$ cat config.mk
export PLATFORM = sky130hd
export DESIGN_NAME = ssc_core
export DESIGN_NICKNAME = d
export VERILOG_FILES = /design/src/hw/ssc_pkg.sv /design/src/hw/ssc_baud_gen.sv /design/src/hw/ssc_core.sv
export SDC_FILE = /design/constraint.sdc
export NUM_CORES = 1
export LEC_CHECK = 0
export BUFFER_PORTS_ARGS = -buffer_cell sky130_fd_sc_hd__buf_2
export CAP_MARGIN = 0
export CORE_MARGIN = 1.5
export CORE_UTILIZATION = 45
export CTS_CLUSTER_SIZE = 28
export DETAILED_ROUTE_END_ITERATION = 10
export SLEW_MARGIN = 20
export SYNTH_ARGS = -nofsm -noshare
export SYNTH_HDL_FRONTEND = slang
export SYNTH_SLANG_ARGS = --single-unit
$ cat constraint.sdc
create_clock -name clk -period 9.4 [get_ports clk]
set_clock_uncertainty 0.05 [all_clocks]
set_input_delay 1.41 -clock clk [delete_from_list [all_inputs] [get_ports clk]]
set_output_delay 1.41 -clock clk [all_outputs]
set_load 0.02 [all_outputs]
$ cat src/hw/ssc_pkg.sv
// Purpose: shared constants and types for the synchronous serial controller
// Assumes: one 20 MHz clock, synchronous active-high reset
// Notes:   register offsets are byte addresses on a 32-bit plain register port
package ssc_pkg;

    // ------------------------------------------------------------------
    // register map
    // ------------------------------------------------------------------
    localparam logic [7:0] SSC_ADR_CTRL = 8'h00;
    localparam logic [7:0] SSC_ADR_BAUD = 8'h04;
    localparam logic [7:0] SSC_ADR_TXBUF = 8'h08;
    localparam logic [7:0] SSC_ADR_RXBUF = 8'h0C;
    localparam logic [7:0] SSC_ADR_STAT = 8'h10;
    localparam logic [7:0] SSC_ADR_CMD = 8'h14;

    // command register bit positions (write only, self clearing)
    localparam int unsigned SSC_CMD_START = 0;
    localparam int unsigned SSC_CMD_STOP = 1;

    // ------------------------------------------------------------------
    // widths and reset values
    // ------------------------------------------------------------------
    localparam int unsigned SSC_MAX_BITS = 16;
    localparam logic [15:0] SSC_BAUD_RST = 16'h0008;
    localparam logic [3:0] SSC_WIDTH_RST = 4'h7;

    // control register, bit 0 upward from the last field
    typedef struct packed {
        logic ack_low;        // bit 13: drive the last bit of a frame low in two-wire mode
        logic pair_sel;       // bit 12: which of the two line pairs is used
        logic swap;           // bit 11: exchange clock and data lines of the pair
        logic i2c_mode;       // bit 10
        logic loopback;       // bit 9
        logic enable;         // bit 8
        logic master;         // bit 7
        logic polarity;       // bit 6
        logic phase;          // bit 5
        logic heading;        // bit 4: 1 msb first
        logic [3:0] width;    // bits 3:0: frame length minus one
    } ssc_ctrl_t;

    localparam ssc_ctrl_t SSC_CTRL_RST = '{width: SSC_WIDTH_RST, default: 1'b0};

    // status register, bit 0 upward from the last field
    typedef struct packed {
        logic stop_seen;      // bit 7, write one to clear
        logic start_seen;     // bit 6, write one to clear
        logic arb_lost;       // bit 5, write one to clear
        logic busy;           // bit 4
        logic rx_err;         // bit 3, write one to clear
        logic tx_err;         // bit 2, cleared by a transmit buffer write
        logic rx_full;        // bit 1, cleared by a receive buffer read
        logic tx_empty;       // bit 0
    } ssc_stat_t;

    // ------------------------------------------------------------------
    // carriers
    // ------------------------------------------------------------------
    typedef struct packed {
        logic [7:0] addr;
        logic [31:0] wdata;
        logic wr;
        logic rd;
    } ssc_bus_req_t;

    // line0/line1 hold one bit per line pair; data_b is the second data pad
    typedef struct packed {
        logic [1:0] line0;
        logic [1:0] line1;
        logic data_b;
    } ssc_pads_t;

    typedef enum logic [1:0] {
        SSC_IDLE = 2'b00,
        SSC_START = 2'b01,
        SSC_XFER = 2'b11,
        SSC_STOP = 2'b10
    } ssc_state_t;

endpackage : ssc_pkg

$ cat src/hw/ssc_baud_gen.sv
// Purpose: half-cycle down-counter for the master serial clock
// Assumes: reload of zero is never programmed; it behaves like one
// Notes:   the reload value is sampled when the counter reloads and on every clock while run is low
`timescale 1ns/1ps
module ssc_baud_gen
    import ssc_pkg::*;
(
    input wire logic clk,
    input wire logic rst,
    input wire logic run,
    input wire logic stall,
    input wire logic [15:0] reload,
    output logic [15:0] count,
    output logic tick
);

    typedef struct packed {
        logic [15:0] cnt;
        logic tick;
    } ssc_baud_state_t;

    ssc_baud_state_t q;
    ssc_baud_state_t d;

    always_comb begin
        d = q;
        d.tick = 1'b0;
        if (!run) begin
            d.cnt = reload;
        end else if (!stall) begin
            if (q.cnt <= 16'h0001) begin
                d.cnt = reload;                      // see [RULE17] see [RULE27]
            end else begin
                d.cnt = q.cnt - 16'h0001;            // see [RULE14]
            end
            d.tick = d.cnt <= 16'h0001;
        end
    end

    always_ff @(posedge clk) begin
        if (rst) begin
            q <= '{cnt: SSC_BAUD_RST, tick: 1'b0};
        end else begin
            q <= d;
        end
    end

    assign count = q.cnt;
    assign tick = q.tick;

endmodule : ssc_baud_gen

$ cat src/hw/ssc_core.sv
// What this block does
// [RULE1] load 2..16 bit frame, shift out and in
// [RULE2] full frame copied into receive buffer
// [RULE3] master drives clock, slave follows external clock
// [RULE4] requests: transmit empty, receive full, error
// [RULE5] loopback routes data output to input
// [RULE6] pad control picks data in/out ports
// [RULE7] unselected output low, high in two-wire
// [RULE8] software disables the unselected pad driver
// [RULE9] software sets pad direction and driver type
// [RULE10] master clock idles at polarity level
// [RULE11] phase places pulse in second/first half
// [RULE12] incoming data latched mid bit period
// [RULE13] load at start, shift end, unload last
// [RULE14] bit rate is clock over twice reload
// [RULE15] software never programs reload zero
// [RULE16] software keeps reload at eight or more
// [RULE17] counter reloads each half, toggles at one
// [RULE18] baud read returns live counter value
// [RULE19] two-wire mode uses data line only
// [RULE20] arbitration, acknowledge, start/stop, clock stretching
// [RULE21] swap clock/data lines, choose line pair
// [RULE22] selectable msb-first or lsb-first shifting
// [RULE23] heading bit one means msb first
// [RULE24] width field is frame length minus one
// [RULE25] master bit one selects master mode
// [RULE26] enable bit gates all serial data activity
// [RULE27] new reload value applies at next reload
//
// Purpose: synchronous serial controller with pad selection and master clock
// Assumes: pad direction and drive type are set by software outside
// Notes:   all pad inputs pass a two-stage synchroniser before use
//
// The address map and the plain strobed port are this design's own decisions.
`timescale 1ns/1ps
module ssc_core
    import ssc_pkg::*;
(
    input wire logic clk,
    input wire logic rst,
    input wire ssc_bus_req_t bus_req,
    output logic [31:0] rd_data,
    input wire ssc_pads_t pads_in,
    output ssc_pads_t pads_out,
    output logic irq_tx_empty,
    output logic irq_rx_full,
    output logic irq_error
);

    // ------------------------------------------------------------------
    // state
    // ------------------------------------------------------------------
    typedef struct packed {
        ssc_pads_t s1;
        ssc_pads_t s2;
        logic scl_prev;
        logic sda_prev;
        ssc_ctrl_t ctrl;
        logic [15:0] baud;
        logic [15:0] txbuf;
        logic [15:0] rxbuf;
        logic [15:0] sr;
        logic [4:0] bitcnt;
        logic tx_full;
        logic loaded;
        logic pend;
        logic rx_bit;
        logic half;
        logic sda_hold;
        logic start_req;
        logic stop_req;
        ssc_state_t state;
        ssc_stat_t stat;
        logic [31:0] rd_data;
        ssc_pads_t pads_out;
        logic irq_tx_empty;
        logic irq_rx_full;
        logic irq_error;
    } ssc_core_state_t;

    ssc_core_state_t q;
    ssc_core_state_t d;

    logic [15:0] baud_count;
    logic baud_tick;
    logic baud_run;
    logic baud_stall;

    // ------------------------------------------------------------------
    // baud generator
    // ------------------------------------------------------------------
    ssc_baud_gen u_baud (
        .clk(clk),
        .rst(rst),
        .run(baud_run),
        .stall(baud_stall),
        .reload(q.baud),
        .count(baud_count),
        .tick(baud_tick)
    );

    // helper values taken from registered state only
    logic scl_in;
    logic sda_in;
    logic din;
    logic scl_drv;
    logic tx_bit_q;

    always_comb begin
        scl_in = q.ctrl.swap ? q.s2.line1[q.ctrl.pair_sel] : q.s2.line0[q.ctrl.pair_sel];  // see [RULE21]
        sda_in = q.ctrl.swap ? q.s2.line0[q.ctrl.pair_sel] : q.s2.line1[q.ctrl.pair_sel];
        scl_drv = q.ctrl.swap ? q.pads_out.line1[q.ctrl.pair_sel]
                              : q.pads_out.line0[q.ctrl.pair_sel];
        tx_bit_q = q.ctrl.heading ? q.sr[q.ctrl.width] : q.sr[0];
        if (q.ctrl.i2c_mode && q.ctrl.ack_low && q.bitcnt == {1'b0, q.ctrl.width}) begin
            tx_bit_q = 1'b0;                                         // see [RULE20]
        end
        if (q.ctrl.loopback) begin
            din = tx_bit_q;                                          // see [RULE5]
        end else if (q.ctrl.i2c_mode || !q.ctrl.master) begin
            din = sda_in;                                            // see [RULE6] see [RULE19]
        end else begin
            din = q.s2.data_b;
        end
    end

    assign baud_run = q.ctrl.enable && q.ctrl.master && (q.state != SSC_IDLE);
    // a slave holding the clock low stretches the current half period
    assign baud_stall = q.ctrl.i2c_mode && q.state == SSC_XFER && scl_drv && !scl_in;  // see [RULE20]

    // ------------------------------------------------------------------
    // next state
    // ------------------------------------------------------------------
    logic lat_ev;
    logic sh_ev;
    logic rel_now;
    logic rel_prev;
    logic frame_done;
    logic tx_bit;
    logic scl_val;
    logic sda_val;
    logic b_val;
    logic idle_lvl;

    always_comb begin
        d = q;
        lat_ev = 1'b0;
        sh_ev = 1'b0;
        frame_done = 1'b0;
        tx_bit = 1'b0;
        scl_val = 1'b0;
        sda_val = 1'b0;
        b_val = 1'b0;
        idle_lvl = 1'b0;
        rel_now = scl_in ^ q.ctrl.polarity;
        rel_prev = q.scl_prev ^ q.ctrl.polarity;

        d.s1 = pads_in;
        d.s2 = q.s1;
        d.scl_prev = scl_in;
        d.sda_prev = sda_in;
        d.rd_data = 32'h0000_0000;

        // --------------------------------------------------------------
        // register port
        // --------------------------------------------------------------
        if (bus_req.wr) begin
            case (bus_req.addr)
                SSC_ADR_CTRL: d.ctrl = bus_req.wdata[$bits(ssc_ctrl_t)-1:0];
                SSC_ADR_BAUD: d.baud = bus_req.wdata[15:0];          // see [RULE27]
                SSC_ADR_TXBUF: begin
                    d.txbuf = bus_req.wdata[15:0];
                    d.tx_full = 1'b1;
                    d.stat.tx_err = 1'b0;
                end
                SSC_ADR_STAT: begin
                    if (bus_req.wdata[3]) d.stat.rx_err = 1'b0;
                    if (bus_req.wdata[5]) d.stat.arb_lost = 1'b0;
                    if (bus_req.wdata[6]) d.stat.start_seen = 1'b0;
                    if (bus_req.wdata[7]) d.stat.stop_seen = 1'b0;
                end
                SSC_ADR_CMD: begin
                    if (bus_req.wdata[SSC_CMD_START]) d.start_req = 1'b1;
                    if (bus_req.wdata[SSC_CMD_STOP]) d.stop_req = 1'b1;
                end
                default: ;
            endcase
        end
        if (bus_req.rd) begin
            case (bus_req.addr)
                SSC_ADR_CTRL: d.rd_data = {18'h0_0000, q.ctrl};
                SSC_ADR_BAUD: d.rd_data = {16'h0000, baud_count};    // see [RULE18]
                SSC_ADR_TXBUF: d.rd_data = {16'h0000, q.txbuf};
                SSC_ADR_RXBUF: begin
                    d.rd_data = {16'h0000, q.rxbuf};
                    d.stat.rx_full = 1'b0;
                end
                SSC_ADR_STAT: d.rd_data = {24'h00_0000, q.stat};
                default: d.rd_data = 32'h0000_0000;
            endcase
        end

        // --------------------------------------------------------------
        // bus condition detection, two-wire mode
        // --------------------------------------------------------------
        if (q.ctrl.i2c_mode && q.ctrl.enable && scl_in && q.scl_prev) begin
            if (q.sda_prev && !sda_in) d.stat.start_seen = 1'b1;    // see [RULE20]
            if (!q.sda_prev && sda_in) d.stat.stop_seen = 1'b1;
        end

        // --------------------------------------------------------------
        // bit events: master from the baud tick, slave from clock edges
        // --------------------------------------------------------------
        if (q.ctrl.enable) begin                                     // see [RULE26]
            if (q.ctrl.master) begin                                 // see [RULE25] see [RULE3]
                case (q.state)
                    SSC_IDLE: begin
                        if (q.stop_req) begin
                            d.state = SSC_STOP;
                            d.half = 1'b0;
                        end else if (q.start_req) begin
                            d.state = SSC_START;
                        end else if (q.loaded) begin
                            d.state = SSC_XFER;
                            d.half = 1'b0;
                            d.sda_hold = 1'b0;
                        end
                    end
                    SSC_START: begin
                        if (baud_tick) begin
                            d.start_req = 1'b0;
                            d.sda_hold = 1'b1;
                            d.state = SSC_IDLE;
                        end
                    end
                    SSC_XFER: begin
                        if (baud_tick) begin
                            d.half = !q.half;
                            lat_ev = !q.half;                        // see [RULE12]
                            sh_ev = q.half;                          // see [RULE13]
                        end
                    end
                    SSC_STOP: begin
                        if (baud_tick) begin
                            d.half = 1'b1;
                            if (q.half) begin
                                d.stop_req = 1'b0;
                                d.sda_hold = 1'b0;
                                d.state = SSC_IDLE;
                            end
                        end
                    end
                    default: d.state = SSC_IDLE;
                endcase
            end else begin
                d.state = SSC_IDLE;
                // latch on the mid-period edge, shift on the end-of-period edge
                if (q.ctrl.phase) begin
                    lat_ev = rel_prev && !rel_now;
                    sh_ev = !rel_prev && rel_now;
                end else begin
                    lat_ev = !rel_prev && rel_now;
                    sh_ev = rel_prev && !rel_now;
                end
            end
        end else begin
            d.state = SSC_IDLE;
            d.bitcnt = 5'd0;
            d.pend = 1'b0;
            d.half = 1'b0;
        end

        // --------------------------------------------------------------
        // latch, shift, unload
        // --------------------------------------------------------------
        if (lat_ev) begin
            d.rx_bit = din;
            d.pend = 1'b1;
            if (!q.ctrl.master && q.bitcnt == 5'd0 && !q.loaded) begin
                d.stat.tx_err = 1'b1;                                // see [RULE4]
            end
            // losing a driven one on the wire hands the bus to the other master
            if (q.ctrl.master && q.ctrl.i2c_mode && tx_bit_q && !din) begin
                d.stat.arb_lost = 1'b1;                              // see [RULE20]
                d.ctrl.master = 1'b0;
                d.state = SSC_IDLE;
                d.bitcnt = 5'd0;
                d.pend = 1'b0;
                d.loaded = 1'b0;
            end
        end
        if (sh_ev && q.pend) begin
            d.pend = 1'b0;
            if (q.ctrl.heading) begin                                // see [RULE22] see [RULE23]
                d.sr = {q.sr[14:0], q.rx_bit};
            end else begin
                d.sr = q.sr >> 1;
                d.sr[q.ctrl.width] = q.rx_bit;
            end
            d.bitcnt = q.bitcnt + 5'd1;                              // see [RULE1]
            if (q.bitcnt == {1'b0, q.ctrl.width}) begin              // see [RULE24]
                frame_done = 1'b1;
                d.bitcnt = 5'd0;
                d.loaded = 1'b0;
                d.rxbuf = d.sr;                                      // see [RULE2] see [RULE13]
                if (q.stat.rx_full) d.stat.rx_err = 1'b1;
                d.stat.rx_full = 1'b1;
            end
        end

        // shift register takes the next frame only between frames
        if (q.ctrl.enable && d.bitcnt == 5'd0 && !d.loaded && d.tx_full) begin
            d.sr = d.txbuf;                                          // see [RULE1] see [RULE13]
            d.tx_full = 1'b0;
            d.loaded = 1'b1;
        end
        if (q.state == SSC_XFER && frame_done && !d.loaded) begin
            d.state = SSC_IDLE;
        end

        d.stat.tx_empty = !d.tx_full;
        d.stat.busy = (d.state != SSC_IDLE) || (d.bitcnt != 5'd0);

        // --------------------------------------------------------------
        // pad outputs, registered
        // --------------------------------------------------------------
        tx_bit = d.ctrl.heading ? d.sr[d.ctrl.width] : d.sr[0];
        if (d.ctrl.i2c_mode && d.ctrl.ack_low && d.bitcnt == {1'b0, d.ctrl.width}) begin
            tx_bit = 1'b0;
        end
        if (d.state == SSC_XFER) begin
            scl_val = d.ctrl.polarity ^ (d.half ^ d.ctrl.phase);     // see [RULE10] see [RULE11]
        end else begin
            scl_val = d.ctrl.polarity;                               // see [RULE10]
        end
        if (!d.ctrl.master) begin
            scl_val = 1'b1;
        end
        idle_lvl = d.ctrl.i2c_mode;                                  // see [RULE7]
        if (!d.ctrl.enable) begin
            sda_val = idle_lvl;
            b_val = idle_lvl;
        end else if (d.ctrl.i2c_mode) begin
            sda_val = tx_bit;                                        // see [RULE19]
            if (d.state == SSC_START || d.state == SSC_STOP) begin
                sda_val = (d.state == SSC_STOP) && d.half;
            end else if (d.sda_hold) begin
                sda_val = 1'b0;
            end
            b_val = idle_lvl;                                        // see [RULE7]
        end else if (d.ctrl.master) begin
            sda_val = tx_bit;                                        // see [RULE6]
            b_val = idle_lvl;
        end else begin
            sda_val = idle_lvl;
            b_val = tx_bit;
        end
        d.pads_out.data_b = b_val;
        for (int p = 0; p < 2; p++) begin
            if (p == int'(d.ctrl.pair_sel)) begin                    // see [RULE21]
                d.pads_out.line0[p] = d.ctrl.swap ? sda_val : scl_val;
                d.pads_out.line1[p] = d.ctrl.swap ? scl_val : sda_val;
            end else begin
                d.pads_out.line0[p] = 1'b1;
                d.pads_out.line1[p] = 1'b1;
            end
        end

        d.irq_tx_empty = d.stat.tx_empty;                            // see [RULE4]
        d.irq_rx_full = d.stat.rx_full;
        d.irq_error = d.stat.tx_err || d.stat.rx_err || d.stat.arb_lost;
    end

    // ------------------------------------------------------------------
    // registers
    // ------------------------------------------------------------------
    always_ff @(posedge clk) begin
        if (rst) begin
            q <= '0;
            q.ctrl <= SSC_CTRL_RST;
            q.baud <= SSC_BAUD_RST;
            q.state <= SSC_IDLE;
            q.stat.tx_empty <= 1'b1;
            q.pads_out <= '{line0: 2'b11, line1: 2'b11, data_b: 1'b0};
            q.irq_tx_empty <= 1'b1;
        end else begin
            q <= d;
        end
    end

    assign rd_data = q.rd_data;
    assign pads_out = q.pads_out;
    assign irq_tx_empty = q.irq_tx_empty;
    assign irq_rx_full = q.irq_rx_full;
    assign irq_error = q.irq_error;

endmodule : ssc_core

Word-level counts from Yosys, hierarchy flattened

Cells that the tools add are included.

Output and inout port bits: 40
Bits of input ports: 49
Bits in registers: 168

Bitwise gates (word level): 7
Order comparisons: 6
$add $sub $neg: 2
Mux-type cells: 129
Eq/ne operators: 15
Reductions and logical operators: 61

Operators with widths:

| kind                                                                               | count |
|---|---|
| 16-bit two-way mux                                                                 | 8 |
| 16-bit case mux with 5 select lines                                                | 1 |
| 1-bit two-way mux                                                                  | 78 |
| 46-bit two-way mux                                                                 | 1 |
| 2-bit two-way mux                                                                  | 20 |
| 16-bit by 1-bit less-or-equal comparator with 1-bit output (second input constant) | 2 |
| 1-bit logical AND                                                                  | 29 |
| 21-bit two-way mux                                                                 | 1 |
| 5-bit two-way mux                                                                  | 4 |
| 3-bit two-way mux                                                                  | 6 |
| 17-bit two-way mux                                                                 | 1 |
| 16-bit bitwise mux                                                                 | 1 |
| 8-bit by 4-bit == test with 1-bit output (second input constant)                   | 2 |
| 8-bit by 5-bit == test with 1-bit output (second input constant)                   | 2 |
| 16-bit by 1-bit subtractor with 16-bit output (second input constant)              | 1 |
| 14-bit two-way mux                                                                 | 1 |
| 1-bit logical NOT                                                                  | 12 |
| 5-bit by 4-bit == test with 1-bit output                                           | 2 |
| 5-bit logical NOT                                                                  | 2 |
| 4-bit by 5-bit less-than comparator with 1-bit output (second input constant)      | 2 |
| 1-bit binary-select mux with 4-bit select                                          | 2 |
| 2-bit == test (second input constant)                                              | 4 |
| 8-bit by 3-bit == test with 1-bit output (second input constant)                   | 1 |
| 8-bit logical NOT                                                                  | 1 |
| other kinds (19)                                                                   | 36 |

Logic depth before layout (Yosys ltp)

Gate-level depths: netlist of the first run.

Depth in word-level cells: 25
Mapped depth: 18
Gate-level depth less buffers: 17

By module

A second synthesis of the first run with hierarchy kept.

Cells, all modules: 1,056
Area, all modules: 8,884.8 µm²

By module, submodules not included:

| module       | area an instance (µm²) | instances | cells an instance |
|---|---|---|---|
| ssc_core     | 7,493.4                | 1         | 869 |
| ssc_baud_gen | 1,391.3                | 1         | 187 |

Worst setup path before layout of the first run

Ideal clock, no wire load.

Path type: input to register
Start point: input bus_req[1] (netlist name)
End point: register pads_out[2] (netlist name)
Setup slack: 4,092 ps
Required time: 9,227 ps
Cell stages on the path: 16
Path buffers: 1
Setup time: 123 ps
Data arrival time: 5,135 ps
Path through: clkbuf_1 > or4b_2 > nor3_1 > nor2_1 > nor3_1 > nand2_1 > a41oi_1 > or3b_1 > inv_1 > ha_1 > inv_1 > or4_1 > a21oi_1 > nor2_1 > nor3_1 > o21ai_1

RTL lines:

| what               | RTL line       | text |
|---|---|---|
| start: declaration | ssc_core.sv:41 | `input wire ssc_bus_req_t bus_req,` |

==> results.yml, run 1 <==
worst_setup_path:
  cp.required_ns: 9.66
  worst-path-max-fanout: 24
  cp-end-kind: "flip-flop"
  critPathArrivalTime_ns: 7.32
  cp-start-kind: "primary input"
  critPathKind: "in -> reg"
sta:
  hold_viol: 0
  grt_setup_unrepaired: "false"
  tns_ns: 0
  slew_viol_final: 0
  setup_viol: 0
  fin_crit_ns: 7.05
  relSlewSlack_pct: 29.1
  setup_ws_ns: 2.35
  achievable-frequency_ghz: 0.142
  fin_crit_sh_pct: 75.0
  max_slew.worst_pin.slew_ns: 1.06
synth:
  yosysSeqAreaShare_pct: 34.3
  synthXorXnorAreaFrac_pct: 2.17
  synth_compound_area_share_pct: 16.0
  synth_top_family_by_area: "simple AND/OR/NAND/NOR gates"
  synth.largest_area_cell: "dfxtp_1"
  synth-async-reset-ratio_pct: 0
  synth.mux.area_fraction_pct: 12.6
  synth_area_um2: 8860
  synth-seq-cells: 152
  synth-edff-count: 0
  synth-simple-area-share_pct: 26.1
  yosys_warnings: 0
  syn_avg_cell_area_um2: 7.89
  synthDistinctLibCells: 77
  synth_top_area_share_pct: 34.3
  synthTopCellsByArea: "dfxtp_1 (34%), mux2i_1 (7.9%), nand2_1 (7.7%), nor2_1 (5.3%), a21oi_1 (4.0%)"
  synthFlopType: "dfxtp_1"
  synth_fa_ha_area_share_pct: 1.41
  synthCells: 1123
grt:
  grt_pass1_wl_um: 42800
  grt_pass1_vias: 7301
  grt_max_degree: 93
  overflow: 0
  grt_usage_pct: 27.7
  antenna_found_initial: 1
min_path:
  worstHoldPathType: "reg -> reg"
route:
  via_count: 8167
  drt_iter0_markers: 752
  post_drt_wl_per_cell_um: 19.8
  detail-route-antenna-nets: 0
  wirelength_um: 27600
  viasPerCell: 5.87
  dr.pass1.iters: 6
  drc: 0
clock_network:
  holdBufCountCts: 0
  cts_tree: "built"
  cts_made_buffers: 17
  worstSkewPairLatency_ns: 0.44
  post-cts-setup-buffers: 0
  ctsRootBufferMaster: "clkbuf_16"
  path_clk_slew_ns: 0.07
  cts_sinks: 152
  clock_path_buffers: 2
  h-tree-depth: 4
  cts_resized: 0
die:
  die_h_um: 143
  core_area_um2: 19400
  initial_core_util_pct: 45.7
  die_x_um: 143
  rows: 51
  die_area_um2: 20500
  io_pins: 89
cells_and_area:
  fin_nets: 1172
  syn_to_final_growth_pct: 9.21
  final_common_cell: "nand2_1"
  post-route-util_pct: 49.9
  layout_common_cells: "nand2_1 (182), dfxtp_1 (152), nor2_1 (123)"
  drive_gt1_share_pct: 12.2
  fill_cells: 1920
pwr:
  ir_worst_vdd_mv: 0.131
  powerDensity_nw_per_um2: 146
  p_leak_nw: 3.59
outcome:
  status: "finished clean"
place:
  dpl_worst_slack_ns: 2.06
  globalplace.congestion: 0.951
  io_buffers: 56
  hpwl_um: 19500
job:
  drv_cap: 0
[where the power goes]
group	leakage [nW]	total, W	internal, W	switching [W]
clock network	0.290	0.000709	0.000405	0.000304
logic	2.08	0.0000542	0.0000140	0.0000402
registers	1.23	0.000648	0.000647	0.00000163
total	3.59	0.00141	0.00107	0.000346
[path summary, 6_finish.rpt]
path | start | to | slack, ns | cells after the start
max | bus_req[37] | pads_out[2] | 2.35 | 16
min | q[141] | q[47] | 0.39 | 1
max reg2reg | q[139] | pads_out[2] | 3.32 | 16
min reg2reg | q[141] | q[47] | 0.39 | 1
[metrics by stage]
step	hold WS, ns	cells	instance area (µm²)	power, W
final	0.389	1392	9680	0.00141
after CTS	0.387	1391	9670	0.00141
after floorplan	0.362	1138	8920	0.000698
after global routing	0.399	1392	9680	0.00145
after global placement	0.366	1359	9070	0.000716
after detailed placement	0.372	1359	9070	0.000716
[synth_stat cells (13+ instances only)]
cell type  count
buf_4         37
o21ai_0       46
nand3_1       29
nor2b_1       21
nor3_1        30
clkbuf_1      68
xnor2_1       13
nand2_1      182
a21oi_1       70
nor2_1       124
a211oi_1      24
a22oi_1       14
and3_1        22
inv_1         17
dfxtp_1      152
mux2i_1       70
[logic make-up after synthesis]
kind of cell	count (synthesis)
AND/OR/NAND/NOR	491
buffers and inverters	133
multiplexers	92
AO/OA/AOI/OAI	222
flip-flops	152
XOR/XNOR	22
adder cells (fa/ha/maj)	10
other	1
[registers in the layout (all words and copies together), names as in the netlist]
name          cells
pads_out          5
d                 5
irq_error         1
q               106
irq_tx_empty      1
u_baud.tick       1
u_baud.count     16
rd_data          16
irq_rx_full       1
[routing by layer]
layer	vias to the layer above	part of all wire, %	track usage (%)
met2	343	45	42.1
li1	3906	-	-
met3	42	6.9	4.73
met5	-	0	0
met4	0	2.3	9.02
met1	3876	46	39.9
[layout make-up]
cell class | instances | area [µm²] | share of cell area (%)
Multi-Input combinational cell | 853 | 5240 | 54.1
Inverter | 18 | 67.6 | 0.698
Timing Repair Buffer | 71 | 395 | 4.09
Clock buffer | 18 | 439 | 4.54
Tap cell | 265 | 332 | 3.43
Sequential cell | 152 | 3040 | 31.4
Antenna cell | 1 | 2.50 | 0.0259
Clock inverter | 14 | 161 | 1.67
[worst max-delay path, stage by stage]
cell and delay (ns):
buf_2 0.54, clkinv_1 0.52, nor3_1 0.94, nor2_1 0.15, nor3_1 0.75, nand2_1 0.71, a41oi_1 0.48, or3b_1 0.43
inv_1 0.10, ha_1 0.14, inv_1 0.04, or4_1 0.51, a21oi_1 0.23, nor2_1 0.09, nor3_1 0.15, o21ai_1 0.09
(Power assumes the default switching activity.)
==> inputs of run 2 (changes only) <==
Settings changed: ABC_AREA set to 1, PLACE_DENSITY set to 0.66.
Clock period 9.4 ns to 6.25 ns, I/O delays scaled along.
==> run 2 against run 1 <==
Compared with the run above:
- the flow now finishes with violations (DRC)
- via count decreased by 0.48%
- worst setup slack got worse by 0.53 ns
- non-clock buffer count shrank 11
- sequential share of layout area is 2.0 points higher
- count of clock-buffer cells in the layout is 1 higher
- routed wire length fell by 8.4%
- hold slack worse by 0.039 ns
- register-to-register slack got worse by 1.5 ns
- combinational power increased by 22%
- global-route usage fell by 1.7 points
- total power grew 45%
- critical path depth increased by 5
==> results.yml, run 2 <==
cells_and_area:
  regMostFlops: "q"
  stdcell_count: 1469
  drive_gt1_share_pct: 11.9
  syn_to_final_growth_pct: 8.80
  antenna_cells: 0
  layout_common_cells: "nand2_1 (242), dfxtp_1 (152), inv_1 (136)"
  largest_reg_flops: 106
  final_common_cell: "nand2_1"
  fin_nets: 1287
sta:
  setup_viol: 0
  fin_crit_sh_pct: 70.9
  max_slew.worst_pin.slew_ns: 0.909
  hold_viol: 0
  grt_setup_unrepaired: "false"
  relSlewSlack_pct: 39.3
  fin_crit_ns: 4.43
  tns_ns: 0
  slew_viol_final: 0
  achievable-frequency_ghz: 0.226
synth:
  synth-async-reset-ratio_pct: 0
  synth_top_family_by_area: "simple AND/OR/NAND/NOR gates"
  synthXorXnorAreaFrac_pct: 1.78
  synth_fa_ha_area_share_pct: 1.49
  yosysSeqAreaShare_pct: 36.3
  syn_avg_cell_area_um2: 6.86
  yosys_warnings: 0
  synth_area_um2: 8370
  synthDistinctLibCells: 54
  synthCells: 1221
  synth-seq-cells: 152
  synth.largest_area_cell: "dfxtp_1"
  synth-edff-count: 0
  synthFlopType: "dfxtp_1"
  synth_top_area_share_pct: 36.3
  synth-simple-area-share_pct: 28.3
  synth_compound_area_share_pct: 18.9
  synthTopCellsByArea: "dfxtp_1 (36%), nand2_1 (11%), o21ai_0 (7.0%), inv_1 (6.1%), nor2_1 (6.1%)"
  synth_commonest_cells: "nand2_1 (242), dfxtp_1 (152), inv_1 (136), nor2_1 (136), o21ai_0 (117)"
  synth.mux.area_fraction_pct: 0.359
  yosysMostFrequentCell: "nand2_1"
route:
  wirelength_um: 25300
  dr.pass1.iters: 10
  drt_iter0_markers: 1032
  viasPerCell: 5.53
  drc: 10
  detail-route-antenna-nets: 0
  via_count: 8128
  post_drt_wl_per_cell_um: 17.2
grt:
  antenna_found_initial: 0
  overflow: 0
  grt_max_degree: 65
  grt_pass1_wl_um: 38900
  grt_pass1_vias: 7039
  grt_usage_pct: 26.1
min_path:
  worstHoldEndpoint: "q[145]"
  worstHoldPathType: "reg -> reg"
  hold_depth: 2
  hold_path.startpoint: "d[145]"
clock_network:
  post-cts-setup-buffers: 0
  cts_made_buffers: 17
  h-tree-depth: 4
  ctsRootBufferMaster: "clkbuf_16"
  clock_path_buffers: 2
  cts_sinks: 152
  cts_resized: 0
  cts_tree: "built"
  path_clk_slew_ns: 0.06
  holdBufCountCts: 0
  worstSkewPairLatency_ns: 0.44
worst_setup_path:
  cp.required_ns: 6.52
  crit-reg2reg-launch: "q[127]"
  cpPeakStageDelay_ns: 0.49
  crit_top_cell: "nand2_1"
  critPathArrivalTime_ns: 4.70
  worstPathCellList: "inv_2, nand2_1, nor2_1, nor2_1, nand2_1, nand2_1, nand2_1, o21ai_2, nor2_4, nand3_4, a21oi_2, nand3_2, nor2_8, nand3_4, nand3_1, nand4_1, ha_1, a311oi_1, nand2_1, nand3_1, nand3_1"
  crit_path_top_delay_cell: "dfxtp_1"
  r2r-end: "pads_out[2]"
  cp-end-kind: "flip-flop"
  r2r_cells: 21
  cp-start-kind: "flip-flop"
  critPathKind: "reg -> reg"
  worst-path-max-fanout: 18
  rrSetupSlack_ns: 1.82
die:
  die_area_um2: 19400
  core_area_um2: 18100
  die_x_um: 139
  die_h_um: 139
  io_pins: 89
  rows: 49
  initial_core_util_pct: 46.3
place:
  globalplace.congestion: 0.949
  placedCellCount: 1438
  hpwl_um: 18800
  io_buffers: 56
pwr:
  powerDensity_nw_per_um2: 225
  ir_worst_vdd_mv: 0.172
  p_leak_nw: 3.80
outcome:
  violations: "DRC"
  status: "finished, violations left"
job:
  drv_cap: 0
[run 2: cell types whose count changed after synthesis, moves of 15 or more]
| cell | before | now |
|---|---|---|
| inv_1 | 17 | 136 |
| o21ai_0 | 46 | 117 |
| mux2i_1 | 70 | 3 |
| nand2_1 | 182 | 242 |
| nand3_1 | 29 | 67 |
| clkbuf_1 | 68 | 42 |
| and3_1 | 22 | 1 |
| nor2b_1 | 21 | 0 |
| a211oi_1 | 24 | 5 |
| nor3_1 | 30 | 13 |
| nand4_1 | 11 | 26 |
[run 2: stage by stage]
| step | total power [W] | utilization [%] | area [µm²] | hold slack, ns | worst slack [ns] |
|---|---|---|---|---|---|
| 6_report | 0.00205 | 50.4 | 9110 | 0.350 | 1.82 |
| 5_1_grt | 0.00211 | 50.4 | 9110 | 0.366 | 1.53 |
| 4_1_cts | 0.00206 | 50.4 | 9110 | 0.351 | 1.85 |
| 3_5_place_dp | 0.00106 | 47.2 | 8540 | 0.342 | 1.69 |
| 3_3_place_gp | 0.00106 | 47.2 | 8540 | 0.341 | 1.76 |
| 2_1_floorplan | 0.00104 | - | 8430 | 0.338 | 2.78 |
[run 2: critical path, delay by kind of cell, from the launching register on]
kind / cells / cell delay (ns)
and+or+nand+nor: 16 / 2.41
AOI/OAI and AO/OA: 3 / 0.68
DFF: 1 / 0.49
adders and majority gates: 1 / 0.37
buffers and inverters: 1 / 0.30
[run 2: how the worst max path moves through the flow]
stage / from / endpoint / cells past startpoint
6_report: q[127] / pads_out[2] / 21
4_1_cts: q[127] / pads_out[4] / 21
3_3_place_gp: bus_req[39] / pads_out[1] / 15
2_1_floorplan: bus_req[39] / pads_out[2] / 15
3_5_place_dp: bus_req[39] / pads_out[4] / 15
5_1_grt: q[127] / pads_out[2] / 21
[run 2: cells by family after synthesis]
family	Yosys count
fa+ha+maj	10
compound gates	270
simple gates	528
other cells	1
flops	152
buf+inv	240
xor+xnor	17
mux	3
[run 2: routing by layer]
metal | track usage, % | part of all wire, %
met1 | 36.8 | 44
met2 | 39.9 | 44
met3 | 5.40 | 10
met4 | 7.89 | 2.1
met5 | 0 | 0
[run 2: where the power goes]
group          internal, W  switching [W]
logic            0.0000154      0.0000506
registers         0.000973     0.00000239
clock network     0.000571       0.000435
[run 2: area by class of cell]
type | instances | area [µm²]
fill | 1832 | 8980
multi-input combinational | 844 | 4320
sequential | 152 | 3040
inverter | 153 | 576
clock buffer | 19 | 453
timing repair buffer | 60 | 313
tap | 229 | 287
clock inverter | 12 | 116
